<file path="src/core/shl_pkg.sv">
// ==========================================================================
// shared types and constants of the serial host link
package shl_pkg;

  // synchronised pin vector layout
  localparam int PIN_CS = 0;
  localparam int PIN_SCL = 1;
  localparam int PIN_SDA = 2;
  localparam int PIN_DCX = 3;
  localparam int PIN_HRST = 4;
  localparam int PIN_IM2 = 5;
  localparam int PIN_4W = 6;
  localparam int PIN_COUNT = 7;
  // idle levels: chip select and hardware reset high, the rest low
  localparam logic [6:0] PIN_IDLE = 7'h11;

  // ==========================================================================
  // framing
  localparam logic [3:0] CNT_ZERO = 4'h0;
  localparam logic [3:0] CNT_LAST3 = 4'h8; // flag bit plus eight data bits
  localparam logic [3:0] CNT_LAST4 = 4'h7; // eight data bits
  localparam logic IFACE_SERIAL = 1'b0;
  localparam logic FLAG_CMD = 1'b0;

  // ==========================================================================
  // commands and pixel formats
  localparam logic [7:0] PIXFMT_CMD = 8'h3A;
  localparam logic [7:0] STATUS_FIRST = 8'h0A;
  localparam logic [7:0] STATUS_LAST = 8'h0F;
  localparam logic [7:0] NOP_CMD = 8'h00;
  localparam logic [2:0] FMT_12 = 3'h3;
  localparam logic [2:0] FMT_16 = 3'h5;
  localparam logic [2:0] FMT_18 = 3'h6;
  localparam logic [2:0] FMT_RESET = 3'h6;

  // read-back lengths in bits
  localparam logic [5:0] RD_LEN_8 = 6'h08;
  localparam logic [5:0] RD_LEN_24 = 6'h18;
  localparam logic [5:0] RD_LEN_32 = 6'h20;
  localparam logic [5:0] RD_LEN_NONE = 6'h00;
  localparam logic [5:0] RD_WORD_BITS = 6'h20;

  localparam logic [1:0] PHASE_0 = 2'h0;
  localparam logic [1:0] PHASE_1 = 2'h1;
  localparam logic [1:0] PHASE_2 = 2'h2;
  localparam logic [3:0] PIDX_MAX = 4'hF;

  // one received byte for the command decoder
  typedef struct packed {
    logic flag;
    logic [7:0] data;
    logic [3:0] pidx;
  } shl_byte_t;

  // one complete pixel, each channel msb-aligned in six bits
  typedef struct packed {
    logic [5:0] red;
    logic [5:0] green;
    logic [5:0] blue;
  } shl_pixel_t;

endpackage

</file>
<file path="src/core/shl_serial_link.sv">
// How it works
// - im2 low selects serial; select picks 3/4-line
// - 3-line packet: flag bit then eight bits
// - 4-line packet: eight bits, flag on pin
// - flag low command; high data or parameter
// - msb first; commands in any order
// - chip select high holds link idle
// - sample data on each rising clock
// - flag taken first edge, or eighth edge
// - next edge after byte starts next packet
// - read command, then answer; host releases select
// - answer bits change on falling clock edges
// - answer lengths 8, 24 or 32 bits
// - hardware reset drops partial byte, expects command
// - select release drops partial byte, resend
// - broken parameter dropped, earlier ones kept
// - cut-in command keeps received parameters only
// - pause after data keeps stream position
// - pause after command allows parameters or command
// - pixel depths 12, 16 and 18 bits
// - write pointer wraps at end of frame
// - only complete pixels are stored
// - format codes 03h, 05h, 06h select depth
`timescale 1ns/1ps
`default_nettype none
module shl_serial_link
  import shl_pkg::*;
#(
  parameter int FRAME_PIXELS = 21384,
  parameter int ADDR_W = 15,
  parameter logic [7:0] MEM_WR_CMD = 8'h2C,
  parameter logic [7:0] RD_ID1_CMD = 8'hDA, // read_ident_byte_one
  parameter logic [7:0] RD_ID2_CMD = 8'hDB, // read_ident_byte_two
  parameter logic [7:0] RD_ID3_CMD = 8'hDC, // read_ident_byte_three
  parameter logic [7:0] RD_DID_CMD = 8'h04, // read_display_ident_cmd
  parameter logic [7:0] RD_DST_CMD = 8'h09  // read_display_status_cmd
) (
  // clock, reset, enable
  input wire logic ref_clk,
  input wire logic reset_n,
  input wire logic clk_en,
  // pins from the host
  input wire logic chip_select_n,
  input wire logic scl,
  input wire logic sda_in,
  input wire logic cmd_data_flag,
  input wire logic hw_reset_n,
  input wire logic iface_select_bit2,
  input wire logic four_wire_select,
  // serial data output to the host
  output logic sda_out,
  output logic sda_oe_n,
  // received bytes to the decoder
  output logic byte_valid,
  output shl_byte_t byte_out,
  // pixels to frame memory
  output logic pixel_valid,
  output shl_pixel_t pixel_out,
  output logic [ADDR_W-1:0] pixel_addr,
  output logic [2:0] pixel_format,
  // read-back words from the register source
  output logic rd_req,
  output logic [7:0] rd_cmd,
  input wire logic [31:0] rd_data
);

  // refuse sizes the wrap compare cannot serve; the shift overflows past 30 bits
  if (ADDR_W < 1 || ADDR_W > 30 || FRAME_PIXELS < 2 ||
      FRAME_PIXELS > (1 << ADDR_W)) begin : g_bad_size
    $error("frame size does not fit the pixel address width");
  end

  localparam logic [ADDR_W-1:0] ADDR_LAST = ADDR_W'(FRAME_PIXELS - 1);
  localparam logic [ADDR_W-1:0] ADDR_ZERO = '0;

  // answer length of a command, none for anything that is not a read
  function automatic logic [5:0] rd_len(input logic [7:0] c);
    if (c == RD_ID1_CMD || c == RD_ID2_CMD || c == RD_ID3_CMD) begin
      rd_len = RD_LEN_8;
    end else if (c >= STATUS_FIRST && c <= STATUS_LAST) begin
      rd_len = RD_LEN_8;
    end else if (c == RD_DID_CMD) begin
      rd_len = RD_LEN_24;
    end else if (c == RD_DST_CMD) begin
      rd_len = RD_LEN_32;
    end else begin
      rd_len = RD_LEN_NONE;
    end
  endfunction

  // widen a narrow channel to six bits, msb aligned
  function automatic logic [5:0] pad4(input logic [3:0] v);
    pad4 = {v, 2'h0};
  endfunction

  // ==========================================================================
  // pin synchroniser: three stages, a change counts when stages two and three agree
  logic [6:0] sync1, sync2, sync3, filt;
  logic [6:0] next_filt;
  logic [6:0] pins;
  logic scl_rise, scl_fall, cs_f, hrst_f, serial_sel;

  assign pins = {four_wire_select, iface_select_bit2, hw_reset_n, cmd_data_flag,
                 sda_in, scl, chip_select_n};

  // next filtered level per pin
  always_comb begin
    for (int i = 0; i < PIN_COUNT; i++) begin
      next_filt[i] = (sync2[i] == sync3[i]) ? sync3[i] : filt[i];
    end
  end

  always_ff @(posedge ref_clk or negedge reset_n) begin
    if (!reset_n) begin
      sync1 <= PIN_IDLE;
      sync2 <= PIN_IDLE;
      sync3 <= PIN_IDLE;
      filt <= PIN_IDLE;
    end else if (clk_en) begin
      sync1 <= pins;
      sync2 <= sync1;
      sync3 <= sync2;
      filt <= next_filt;
    end
  end

  assign scl_rise = next_filt[PIN_SCL] && !filt[PIN_SCL];
  assign scl_fall = !next_filt[PIN_SCL] && filt[PIN_SCL];
  assign cs_f = filt[PIN_CS];
  assign hrst_f = filt[PIN_HRST];
  assign serial_sel = (filt[PIN_IM2] == IFACE_SERIAL);

  // ==========================================================================
  // receive, decode and pixel assembly
  logic [3:0] bit_cnt, next_bit_cnt;
  logic [7:0] shreg, next_shreg;
  logic flag_bit, next_flag_bit;
  logic [7:0] cur_cmd, next_cur_cmd;
  logic [3:0] pidx, next_pidx;
  logic in_mem, next_in_mem;
  logic [1:0] phase, next_phase;
  logic [7:0] hold_hi, next_hold_hi;
  logic [7:0] hold_lo, next_hold_lo;
  logic [ADDR_W-1:0] wr_addr, next_wr_addr;
  logic [2:0] next_pixel_format;
  logic rd_mode, next_rd_mode;
  logic next_byte_valid, next_pixel_valid, next_rd_req;
  shl_byte_t next_byte_out;
  shl_pixel_t next_pixel_out;
  logic [ADDR_W-1:0] next_pixel_addr;
  logic [7:0] next_rd_cmd;
  logic rx_on, done, flag_now;
  logic [7:0] data_now;

  // link listens only when selected, released by select, out of reset, not answering
  assign rx_on = serial_sel && !cs_f && hrst_f && !rd_mode;

  always_comb begin
    next_bit_cnt = bit_cnt;
    next_shreg = shreg;
    next_flag_bit = flag_bit;
    next_cur_cmd = cur_cmd;
    next_pidx = pidx;
    next_in_mem = in_mem;
    next_phase = phase;
    next_hold_hi = hold_hi;
    next_hold_lo = hold_lo;
    next_wr_addr = wr_addr;
    next_pixel_format = pixel_format;
    next_rd_mode = rd_mode;
    next_byte_valid = 1'b0;
    next_byte_out = byte_out;
    next_pixel_valid = 1'b0;
    next_pixel_out = pixel_out;
    next_pixel_addr = pixel_addr;
    next_rd_req = 1'b0;
    next_rd_cmd = rd_cmd;
    done = 1'b0;
    flag_now = flag_bit;
    data_now = {shreg[6:0], filt[PIN_SDA]};
    if (!hrst_f) begin
      // drop partial bits and expect a command next
      next_bit_cnt = CNT_ZERO;
      next_cur_cmd = NOP_CMD;
      next_pidx = '0;
      next_in_mem = 1'b0;
      next_phase = PHASE_0;
      next_rd_mode = 1'b0;
    end else if (cs_f || !serial_sel) begin
      // partial byte dropped, stream position kept for the resend or pause
      next_bit_cnt = CNT_ZERO;
      next_rd_mode = 1'b0;
    end else if (rx_on && scl_rise) begin
      if (!filt[PIN_4W]) begin
        // 3-line: first edge is the flag, then eight data bits
        if (bit_cnt == CNT_ZERO) begin
          next_flag_bit = filt[PIN_SDA];
        end else begin
          next_shreg = data_now;
        end
        if (bit_cnt == CNT_LAST3) begin
          done = 1'b1;
          next_bit_cnt = CNT_ZERO;
        end else begin
          next_bit_cnt = bit_cnt + 4'h1;
        end
      end else begin
        // 4-line: flag pin is taken together with the eighth bit
        next_shreg = data_now;
        if (bit_cnt == CNT_LAST4) begin
          done = 1'b1;
          flag_now = filt[PIN_DCX];
          next_flag_bit = flag_now;
          next_bit_cnt = CNT_ZERO;
        end else begin
          next_bit_cnt = bit_cnt + 4'h1;
        end
      end
    end
    // only whole bytes ever leave the link, so a broken one never lands
    if (done) begin
      next_byte_valid = 1'b1;
      next_byte_out = '{flag: flag_now, data: data_now, pidx: pidx};
      if (flag_now == FLAG_CMD) begin
        // a new command restarts parameter count and drops any partial pixel
        next_cur_cmd = data_now;
        next_pidx = '0;
        next_phase = PHASE_0;
        next_in_mem = (data_now == MEM_WR_CMD);
        if (data_now == MEM_WR_CMD) begin
          next_wr_addr = ADDR_ZERO;
        end
        if (rd_len(data_now) != RD_LEN_NONE) begin
          next_rd_mode = 1'b1;
          next_rd_req = 1'b1;
          next_rd_cmd = data_now;
        end
      end else if (in_mem) begin
        // pixel assembly by depth; emit only when a pixel completes
        next_phase = phase + 2'h1;
        unique case (pixel_format)
          FMT_12: begin
            if (phase == PHASE_0) begin
              next_hold_hi = data_now;
            end else if (phase == PHASE_1) begin
              next_hold_lo = data_now;
              next_pixel_valid = 1'b1;
              next_pixel_out = '{red: pad4(hold_hi[7:4]), green: pad4(hold_hi[3:0]),
                                 blue: pad4(data_now[7:4])};
            end else begin
              next_phase = PHASE_0;
              next_pixel_valid = 1'b1;
              next_pixel_out = '{red: pad4(hold_lo[3:0]), green: pad4(data_now[7:4]),
                                 blue: pad4(data_now[3:0])};
            end
          end
          FMT_16: begin
            if (phase == PHASE_0) begin
              next_hold_hi = data_now;
            end else begin
              next_phase = PHASE_0;
              next_pixel_valid = 1'b1;
              next_pixel_out = '{red: {hold_hi[7:3], 1'b0},
                                 green: {hold_hi[2:0], data_now[7:5]},
                                 blue: {data_now[4:0], 1'b0}};
            end
          end
          default: begin
            // 18-bit: six upper bits of each of three bytes
            if (phase == PHASE_0) begin
              next_hold_hi = data_now;
            end else if (phase == PHASE_1) begin
              next_hold_lo = data_now;
            end else begin
              next_phase = PHASE_0;
              next_pixel_valid = 1'b1;
              next_pixel_out = '{red: hold_hi[7:2], green: hold_lo[7:2],
                                 blue: data_now[7:2]};
            end
          end
        endcase
        if (next_pixel_valid) begin
          next_pixel_addr = wr_addr;
          next_wr_addr = (wr_addr == ADDR_LAST) ? ADDR_ZERO : wr_addr + 1'b1;
        end
      end else begin
        // parameter byte: count it, and latch the depth code when it is one
        if (pidx != PIDX_MAX) begin
          next_pidx = pidx + 4'h1;
        end
        if (cur_cmd == PIXFMT_CMD && pidx == '0 &&
            (data_now[2:0] == FMT_12 || data_now[2:0] == FMT_16 ||
             data_now[2:0] == FMT_18)) begin
          next_pixel_format = data_now[2:0];
        end
      end
    end
  end

  always_ff @(posedge ref_clk or negedge reset_n) begin
    if (!reset_n) begin
      bit_cnt <= CNT_ZERO;
      shreg <= 8'h00;
      flag_bit <= 1'b0;
      cur_cmd <= NOP_CMD;
      pidx <= '0;
      in_mem <= 1'b0;
      phase <= PHASE_0;
      hold_hi <= 8'h00;
      hold_lo <= 8'h00;
      wr_addr <= ADDR_ZERO;
      pixel_format <= FMT_RESET;
      rd_mode <= 1'b0;
      byte_valid <= 1'b0;
      byte_out <= '0;
      pixel_valid <= 1'b0;
      pixel_out <= '0;
      pixel_addr <= ADDR_ZERO;
      rd_req <= 1'b0;
      rd_cmd <= NOP_CMD;
    end else if (clk_en) begin
      bit_cnt <= next_bit_cnt;
      shreg <= next_shreg;
      flag_bit <= next_flag_bit;
      cur_cmd <= next_cur_cmd;
      pidx <= next_pidx;
      in_mem <= next_in_mem;
      phase <= next_phase;
      hold_hi <= next_hold_hi;
      hold_lo <= next_hold_lo;
      wr_addr <= next_wr_addr;
      pixel_format <= next_pixel_format;
      rd_mode <= next_rd_mode;
      byte_valid <= next_byte_valid;
      byte_out <= next_byte_out;
      pixel_valid <= next_pixel_valid;
      pixel_out <= next_pixel_out;
      pixel_addr <= next_pixel_addr;
      rd_req <= next_rd_req;
      rd_cmd <= next_rd_cmd;
    end
  end

  // ==========================================================================
  // read-back shifter; the word is loaded one cycle after the request
  logic [31:0] tx_sh, next_tx_sh;
  logic [5:0] tx_left, next_tx_left;
  logic next_sda_out, next_sda_oe_n;

  always_comb begin
    next_tx_sh = tx_sh;
    next_tx_left = tx_left;
    next_sda_out = sda_out;
    next_sda_oe_n = sda_oe_n;
    if (!rd_mode) begin
      next_tx_left = RD_LEN_NONE;
      next_sda_oe_n = 1'b1;
    end else if (rd_req) begin
      // msb-align the answer so bit 31 always goes out first
      next_tx_sh = rd_data << (RD_WORD_BITS - rd_len(rd_cmd));
      next_tx_left = rd_len(rd_cmd);
    end else if (scl_fall) begin
      // the last bit is held until the falling edge after it
      if (tx_left != RD_LEN_NONE) begin
        next_sda_out = tx_sh[31];
        next_tx_sh = {tx_sh[30:0], 1'b0};
        next_tx_left = tx_left - 6'h01;
        next_sda_oe_n = 1'b0;
      end else begin
        next_sda_oe_n = 1'b1;
      end
    end
  end

  always_ff @(posedge ref_clk or negedge reset_n) begin
    if (!reset_n) begin
      tx_sh <= 32'h00000000;
      tx_left <= RD_LEN_NONE;
      sda_out <= 1'b0;
      sda_oe_n <= 1'b1;
    end else if (clk_en) begin
      tx_sh <= next_tx_sh;
      tx_left <= next_tx_left;
      sda_out <= next_sda_out;
      sda_oe_n <= next_sda_oe_n;
    end
  end

  // ==========================================================================
  // assertions
  property p_cs_idle;
    @(posedge ref_clk) disable iff (!reset_n || !clk_en)
      cs_f |=> bit_cnt == CNT_ZERO && !byte_valid;
  endproperty
  a_cs_idle: assert property (p_cs_idle) else $error("link not idle under select high");

  property p_byte_on_rise;
    @(posedge ref_clk) disable iff (!reset_n || !clk_en)
      byte_valid |-> $past(scl_rise) && $past(rx_on);
  endproperty
  a_byte_on_rise: assert property (p_byte_on_rise) else $error("byte without rising clock");

  property p_hrst_clear;
    @(posedge ref_clk) disable iff (!reset_n || !clk_en)
      !hrst_f |=> !in_mem && pidx == '0 && bit_cnt == CNT_ZERO && cur_cmd == NOP_CMD;
  endproperty
  a_hrst_clear: assert property (p_hrst_clear) else $error("hardware reset left state");

  property p_cs_break;
    @(posedge ref_clk) disable iff (!reset_n || !clk_en)
      $rose(cs_f) && bit_cnt != CNT_ZERO |=> bit_cnt == CNT_ZERO ##1 !byte_valid;
  endproperty
  a_cs_break: assert property (p_cs_break) else $error("partial byte survived release");

  property p_cmd_restart;
    @(posedge ref_clk) disable iff (!reset_n || !clk_en)
      byte_valid && byte_out.flag == FLAG_CMD |-> pidx == '0 && phase == PHASE_0;
  endproperty
  a_cmd_restart: assert property (p_cmd_restart) else $error("command kept old stream");

  property p_rd_len32;
    @(posedge ref_clk) disable iff (!reset_n || !clk_en)
      rd_req && rd_cmd == RD_DST_CMD && rd_mode |=> tx_left == RD_LEN_32;
  endproperty
  a_rd_len32: assert property (p_rd_len32) else $error("status read not 32 bits");

  property p_out_on_fall;
    @(posedge ref_clk) disable iff (!reset_n || !clk_en)
      $fell(sda_oe_n) || (!sda_oe_n && $changed(sda_out)) |-> $past(scl_fall);
  endproperty
  a_out_on_fall: assert property (p_out_on_fall) else $error("output moved off falling edge");

  property p_wrap;
    @(posedge ref_clk) disable iff (!reset_n || !clk_en)
      pixel_valid && pixel_addr == ADDR_LAST && in_mem |-> wr_addr == ADDR_ZERO;
  endproperty
  a_wrap: assert property (p_wrap) else $error("write pointer did not wrap");

  property p_pixel_mem;
    @(posedge ref_clk) disable iff (!reset_n || !clk_en)
      pixel_valid |-> byte_valid && byte_out.flag != FLAG_CMD && $past(in_mem);
  endproperty
  a_pixel_mem: assert property (p_pixel_mem) else $error("pixel outside memory write");

  c_cmd_byte: cover property (@(posedge ref_clk) disable iff (!reset_n)
    byte_valid && byte_out.flag == FLAG_CMD);
  c_pixel: cover property (@(posedge ref_clk) disable iff (!reset_n) pixel_valid);
  c_read: cover property (@(posedge ref_clk) disable iff (!reset_n)
    $fell(sda_oe_n) ##[1:400] $rose(sda_oe_n));
  c_wrap: cover property (@(posedge ref_clk) disable iff (!reset_n)
    pixel_valid && pixel_addr == ADDR_LAST);

endmodule
`default_nettype wire

</file>
<file path="config.mk">
export PLATFORM = sky130hd
export DESIGN_NAME = shl_serial_link
export DESIGN_NICKNAME = d
export VERILOG_FILES = /design/src/core/shl_pkg.sv /design/src/core/shl_serial_link.sv
export SDC_FILE = /design/constraint.sdc
export NUM_CORES = 1
export LEC_CHECK = 0
export ABC_AREA = 1
export BUFFER_PORTS_ARGS = -buffer_cell sky130_fd_sc_hd__buf_2
export CAP_MARGIN = 15
export CORE_UTILIZATION = 40
export DETAILED_ROUTE_END_ITERATION = 8
export PLACE_DENSITY = 0.65
export SYNTH_ARGS = -nofsm -noshare
export SYNTH_HDL_FRONTEND = slang
export SYNTH_SLANG_ARGS = --single-unit
</file>
<file path="constraint.sdc">
create_clock -name ref_clk -period 5.4 [get_ports ref_clk]
set_input_delay 1.08 -clock ref_clk [delete_from_list [all_inputs] [get_ports ref_clk]]
set_output_delay 1.08 -clock ref_clk [all_outputs]
set_load 0.02 [all_outputs]
</file>
==> results_dict.tcl, run 1 <==
set metrics [dict create \
    status "finished clean" \
    final_max_slew_viol_count 0 \
    cp-end-kind "register" \
    crit_path_start_kind "register" \
    ys_ff_latch 187 \
    clk_transition_reported_paths_ns 0.07 \
    min_period_ns 2.82 \
    drt-vias-per-instance 5.10 \
    tritoncts "built" \
    syn_inst 1251 \
    avgRoutedWirePerCell_um 14.6 \
    synth_seq_area_share 0.484 \
    clk_latency_ns 0.44 \
    ios 104 \
    finalCritPeriodShare 0.522 \
    fmax_ghz 0.355 \
    worstMarginPinSlew_ns 1.05 \
    cts_setup_buffers 0 \
    placed_area_sq_um 10400 \
    seq_area_sq_um 4690 \
    setup_viol 0 \
    syn_area_sq_um 9700 \
    place.gp.congestion 0.863 \
    fin_ws_ns 2.58 \
    slowest_delay_ns 0.76 \
    cts_sinks 187 \
    required_ns 5.74 \
    diodes 0 \
    route.met3.wl_um 1220 \
    leakagePower_nw 5.51 \
    drtPass1Iterations 7 \
    arrival_ns 3.15 \
    hold_viol_final 0 \
    row_count 56 \
    dp_slack_ns 2.51 \
    fin_tns_setup_ns 0 \
    post-route-cell-area_sq_um 11000 \
    core_sq_um 23600 \
    dpl.hpwl_um 16800 \
    hp-class "reg2reg" \
    cp_slowest_cell "nand2_1" \
    grt_pass1_vias 7827 \
    syn_to_final_growth_pct 13.3 \
    clockBufferDepth 2 \
    routed_wl_um 24200 \
    async_flop_share 1.00 \
    htree_levels 4 \
    grt_overflow 0 \
    ant_nets 0 \
    io_buffer_count 103 \
    finalPower_w 0.00291 \
    vias 8473 \
    clockRootBuffer "clkbuf_16" \
    drc_errors 0 \
    fillCellCount 2379 \
    regToRegSetupSlack_ns 2.58 \
    die_area_sq_um 24900 \
    cts_inserted_buffers 17 \
    fp.dieH_um 158 \
    rsz0062_at_grt "false" \
    cts.hold.buffers_added 0 \
    die_x_um 158 \
    fin_skew_ns 0.0143 \
    drive_gt1_frac 0.150 \
    vdd_ir_drop_max_uv 211 \
    grt_start_max_net_pins 102 \
    worstPathCellList "nand3b_1 -> nand2_1 -> o21ai_0 -> inv_1 -> nand2_1 -> nand2_1 -> o21ai_2" \
    initial_utilization 0.411 \
    synthFlopType "dfrtp_1" \
    synth_edf_count 0 \
    topRoutingLayerUsed "met4" \
    slew_headroom 0.301 \
    p_per_area_nw_per_um2 265 \
    synth_fp_nets 1304 \
    avgSynthCellArea_sq_um 7.75 \
    multi_input_area_sq_um 4310 \
    path_max_fanout 29 \
    wl_met2_um 10900 \
    synth_cell_types 47 \
    drt_iter0_drc 661 \
    antenna_found_initial 0 \
    yosys_warnings 0 \
    crit_type "reg2reg" \
    grt_usage 0.204 \
    cts_resized 0 \
    maxCapViolations 0 \
    grt_pass1_wl_um 40200 \
    fin_nets 1384 \
    drt-met1-wl_um 11800 \
    cp_common_cell "nand2_1" \
]
[cell type report]
type                       instances  share of cell area
tap                              319              0.0363
clock buffer                      20              0.0416
timing repair buffer             110              0.0523
sequential                       187               0.427
clock inverter                    12              0.0104
multi-input combinational        898               0.392
inverter                         117              0.0400
[worst paths after layout]
kind / from / end / depth (start not counted)
min in group asynchronous: reset_n / pixel_addr[13] / 1
max in group asynchronous: reset_n / tx_left[4] / 2
worst max register to register: pixel_format[2] / pixel_addr[2] / 7
worst min-delay path: sync2[4] / sync2[4] / 2
worst max-delay path: pixel_format[2] / pixel_addr[2] / 7
worst min register to register: sync2[4] / sync2[4] / 2
[where the power goes]
part           internal (W)  leakage (nW)  switching (W)  total (W)
combinational     0.0000631          2.74       0.000147   0.000210
clock              0.000666         0.281       0.000560    0.00123
sequential          0.00144          2.49      0.0000373    0.00148
total               0.00217          5.51       0.000744    0.00291
[synthesized netlist by cell type, types with 2 or more instances]
cell        n  share of area
a21boi_0   10         0.0077
buf_4       3         0.0023
a211oi_1    4         0.0031
o21ai_2    12          0.011
nor2_1     40          0.015
mux2i_1     2         0.0021
o21ai_0   112          0.058
dfrtp_1   176           0.45
o31ai_1     2         0.0015
nand2_2     6         0.0039
buf_2      16         0.0083
or2_2       9         0.0058
clkinv_1    3         0.0012
inv_1     111          0.043
o22ai_1     4         0.0026
a21oi_1    36          0.019
inv_2       3         0.0012
nand3_2     2         0.0021
nand2_1   424           0.16
buf_6       5         0.0058
nor2_2      7         0.0045
nor3_1     13         0.0067
mux2_2      2         0.0023
dfstp_2    11          0.030
o21ai_1    30          0.015
nand3b_1    3         0.0023
a31oi_1     4         0.0026
nand4_1    19          0.012
o211ai_1   11         0.0085
ha_1       11          0.014
nand2_4     3         0.0035
xor2_1      3         0.0027
clkbuf_1   23         0.0089
a22oi_1     5         0.0039
nand3_1   114          0.059
[layout by cell type, fill, tap and decap left out, types with 4 or more instances in the layout]
cell type	instances
buf_4	6
nand4_1	19
dfrtp_1	176
a22oi_1	5
buf_2	103
nand3_1	114
clkbuf_16	17
a21oi_1	36
o21ai_0	112
o21ai_1	30
nor2_2	7
dfstp_2	11
inv_1	111
o21ai_2	12
a21boi_0	10
nor2_1	40
a211oi_1	4
or2_2	9
o211ai_1	11
nand2_2	6
clkinv_4	4
nand2_1	424
nor3_1	13
a31oi_1	4
o22ai_1	4
ha_1	11
[routing by layer]
metal  global-route usage  vias to the layer above
li1                     -                     4255
met1                0.294                     3965
met2                0.311                      222
met3               0.0383                       31
met4               0.0559                        0
met5                    0                        -
[worst max-delay path: cells and delay by family, from the launching register on]
kind | cells | cell delay (ns)
AND/OR/NAND/NOR | 4 | 1.57
flip-flops | 1 | 0.56
AO/OA/AOI/OAI | 2 | 0.43
buffers and inverters | 1 | 0.15
[logic make-up (layout without fill, tap and decap cells)]
group / count (synthesis) / in the layout / share of synthesized area
buffers and inverters: 166 / 259 / 0.0715
AND/OR/NAND/NOR: 645 / 645 / 0.285
multiplexers: 4 / 4 / 0.00439
flip-flops: 187 / 187 / 0.484
AO/OA/AOI/OAI: 234 / 234 / 0.137
XOR/XNOR: 4 / 4 / 0.00361
adder cells (fa/ha/maj): 11 / 11 / 0.0142
[sequential cells by signal, indices dropped and copies added (netlist names), 6 cells and up]
| register | count |
|---|---|
| tx_left | 6 |
| pixel_out | 18 |
| sync1 | 7 |
| pixel_addr | 15 |
| cur_cmd | 8 |
| tx_sh | 32 |
| wr_addr | 15 |
| sync3 | 7 |
| rd_cmd | 8 |
| sync2 | 7 |
| hold_hi | 8 |
| byte_out | 13 |
| shreg | 7 |
| filt | 7 |
| hold_lo | 8 |
[stage by stage]
step,cells,utilization,hold slack [ns]
after detailed placement,1630,0.441,0.453
after global placement,1630,0.441,0.451
final,1663,0.465,0.465
after floorplan,1251,-,0.442
after global routing,1663,0.465,0.489
after CTS,1662,0.465,0.463
Note: power is estimated with default switching activity, not from simulation.
==> inputs of run 2 (changes only) <==
==> constraint.sdc (replaced) <==
create_clock -name ref_clk -period 2.8 [get_ports ref_clk]
set_input_delay 0.56 -clock ref_clk [delete_from_list [all_inputs] [get_ports ref_clk]]
set_output_delay 0.56 -clock ref_clk [all_outputs]
set_load 0.02 [all_outputs]
==> run 2 against run 1 <==
- register-to-register slack lost 2.1 ns
- largest power group unchanged
- design area grew 1.7%
- sequential power grew 92%
- largest cell class unchanged
- global-route usage grew 0.30 points
- hold slack lost 0.35 ns
- cell count grew 1.0%
- die area is the same
- first-iteration DRC count shrank 2.6%
- sequential share of layout area shrank 0.73 points
- critical path depth grew 5
==> results_dict.tcl, run 2 (same netlist as run 1, synthesis figures left out) <==
set metrics [dict create \
    place.gp.congestion 0.861 \
    vdd_ir_drop_max_uv 307 \
    initial_utilization 0.411 \
    drt_iter0_drc 644 \
    hp-class "in2async" \
    fin_nets 1401 \
    cts_setup_buffers 0 \
    regMostFlops "tx_sh" \
    fin_skew_ns 0.0122 \
    largest_register_ffs 32 \
    final_max_slew_viol_count 0 \
    p_per_area_nw_per_um2 520 \
    worstMarginPinSlew_ns 0.713 \
    grt_start_max_net_pins 73 \
    status "finished clean" \
    fp.dieH_um 158 \
    slew_headroom 0.519 \
    final_common_cell "nand2_1" \
    die_area_sq_um 24900 \
    dpl.hpwl_um 17300 \
    seq_area_sq_um 4690 \
    row_count 56 \
    cts_inserted_buffers 17 \
    grt_pass1_wl_um 40500 \
    grt_usage 0.207 \
    cts_resized 0 \
    clk_latency_ns 0.44 \
    vias 8641 \
    drive_gt1_frac 0.162 \
    layout_common_cells "nand2_1, dfrtp_1, nand3_1" \
    drc_errors 0 \
    clk_transition_reported_paths_ns 0.07 \
    crit_type "reg2reg" \
    regToRegSetupSlack_ns 0.44 \
    io_buffer_count 103 \
    multi_input_area_sq_um 4310 \
    worstPathCellList "inv_1 -> nand2_1 -> nor2_1 -> nand2_1 -> nand2_1 -> nand2_1 -> ha_1 -> nand2_1 -> nand3_1 -> nor2_2 -> nand3_1 -> nand3_1" \
    cts.hold.buffers_added 0 \
    clockBufferDepth 2 \
    use_met2 0.322 \
    fillCellCount 2364 \
    tritoncts "built" \
    crit_path_start_kind "register" \
    htree_levels 4 \
    fin_tns_setup_ns 0 \
    arrival_ns 2.73 \
    clockRootBuffer "clkbuf_16" \
    diodes 0 \
    holdWs_ns 0.111 \
    required_ns 3.17 \
    use_met3 0.0287 \
    fmax_ghz 0.424 \
    grt_most_used_layer "met2" \
    drtPass1Iterations 7 \
    core_sq_um 23600 \
    hold_viol_final 0 \
    leakagePower_nw 5.62 \
    finalCritPeriodShare 0.843 \
    maxCapViolations 0 \
    largestRegisters "tx_sh: 32 flops, pixel_out: 18 flops" \
    ant_nets 0 \
    finalPower_w 0.00581 \
    setup_viol 0 \
    grtUsageMet1 0.293 \
    die_x_um 158 \
    ios 104 \
    slowest_delay_ns 0.57 \
    cp-end-kind "register" \
    cp_common_cell "nand2_1" \
    drt-vias-per-instance 5.14 \
    grt_overflow 0 \
    avgRoutedWirePerCell_um 14.8 \
    syn_to_final_growth_pct 15.3 \
    path_max_fanout 15 \
    cts_sinks 187 \
    cp_slowest_cell "nor2_2" \
    routed_wl_um 24800 \
    rsz0062_at_grt "false" \
    min_period_ns 2.36 \
    antenna_found_initial 0 \
    grt_pass1_vias 7966 \
]
## run 2: cell types whose count changed in the layout (fill, tap and decap cells not counted), sizes merged
cell / before / now
buf: 109 / 126
bufinv: 1 / 2
clkbuf: 21 / 19
clkinv: 10 / 7
inv: 117 / 121
## run 2: report_power, final
group	internal, W	total, W	switching (W)
logic	0.000133	0.000433	0.000300
clock network	0.00138	0.00254	0.00116
registers	0.00278	0.00284	0.0000608
total	0.00429	0.00581	0.00152
## run 2: worst paths after layout
check / from / endpoint / depth (start not counted)
max: rd_cmd[6] / tx_sh[28] / 12
min: reset_n / pixel_addr[13] / 1
max reg2reg: rd_cmd[6] / tx_sh[28] / 12
min reg2reg: sync1[4] / sync1[4] / 2
max in group asynchronous: reset_n / pixel_format[1] / 2
min in group ref_clk: hw_reset_n / sync1[4] / 3
## run 2: metal layers
metal  wire length (um)  vias to the layer above
met3               1060                       37
met4                564                        0
met2              11200                      217
met1              12000                     4099
met5                  0                        -
li1                   -                     4288
## run 2: layout make-up
type | count | area share
Clock buffer | 18 | 0.0393
Clock inverter | 14 | 0.0158
Inverter | 117 | 0.0393
Multi-Input combinational cell | 898 | 0.386
Sequential cell | 187 | 0.420
Tap cell | 319 | 0.0357
Timing Repair Buffer | 127 | 0.0642
## run 2: critical path: cells and delay by family (launching register included)
kind | cells | cell delay, ns
buffers and inverters | 1 | 0.06
flip-flops | 1 | 0.41
adder cells (fa/ha/maj) | 1 | 0.19
AND/OR/NAND/NOR | 10 | 1.62
## run 2: through the flow
step / instances / utilization / setup WS [ns] / instance area (sq um)
detailed placement: 1648 / 0.447 / 0.143 / 10600
global route: 1680 / 0.473 / 0.120 / 11200
finish: 1680 / 0.473 / 0.439 / 11200
floorplan: 1251 / - / 0.172 / 9700
global placement: 1648 / 0.447 / 0.264 / 10600
CTS: 1680 / 0.473 / 0.125 / 11200
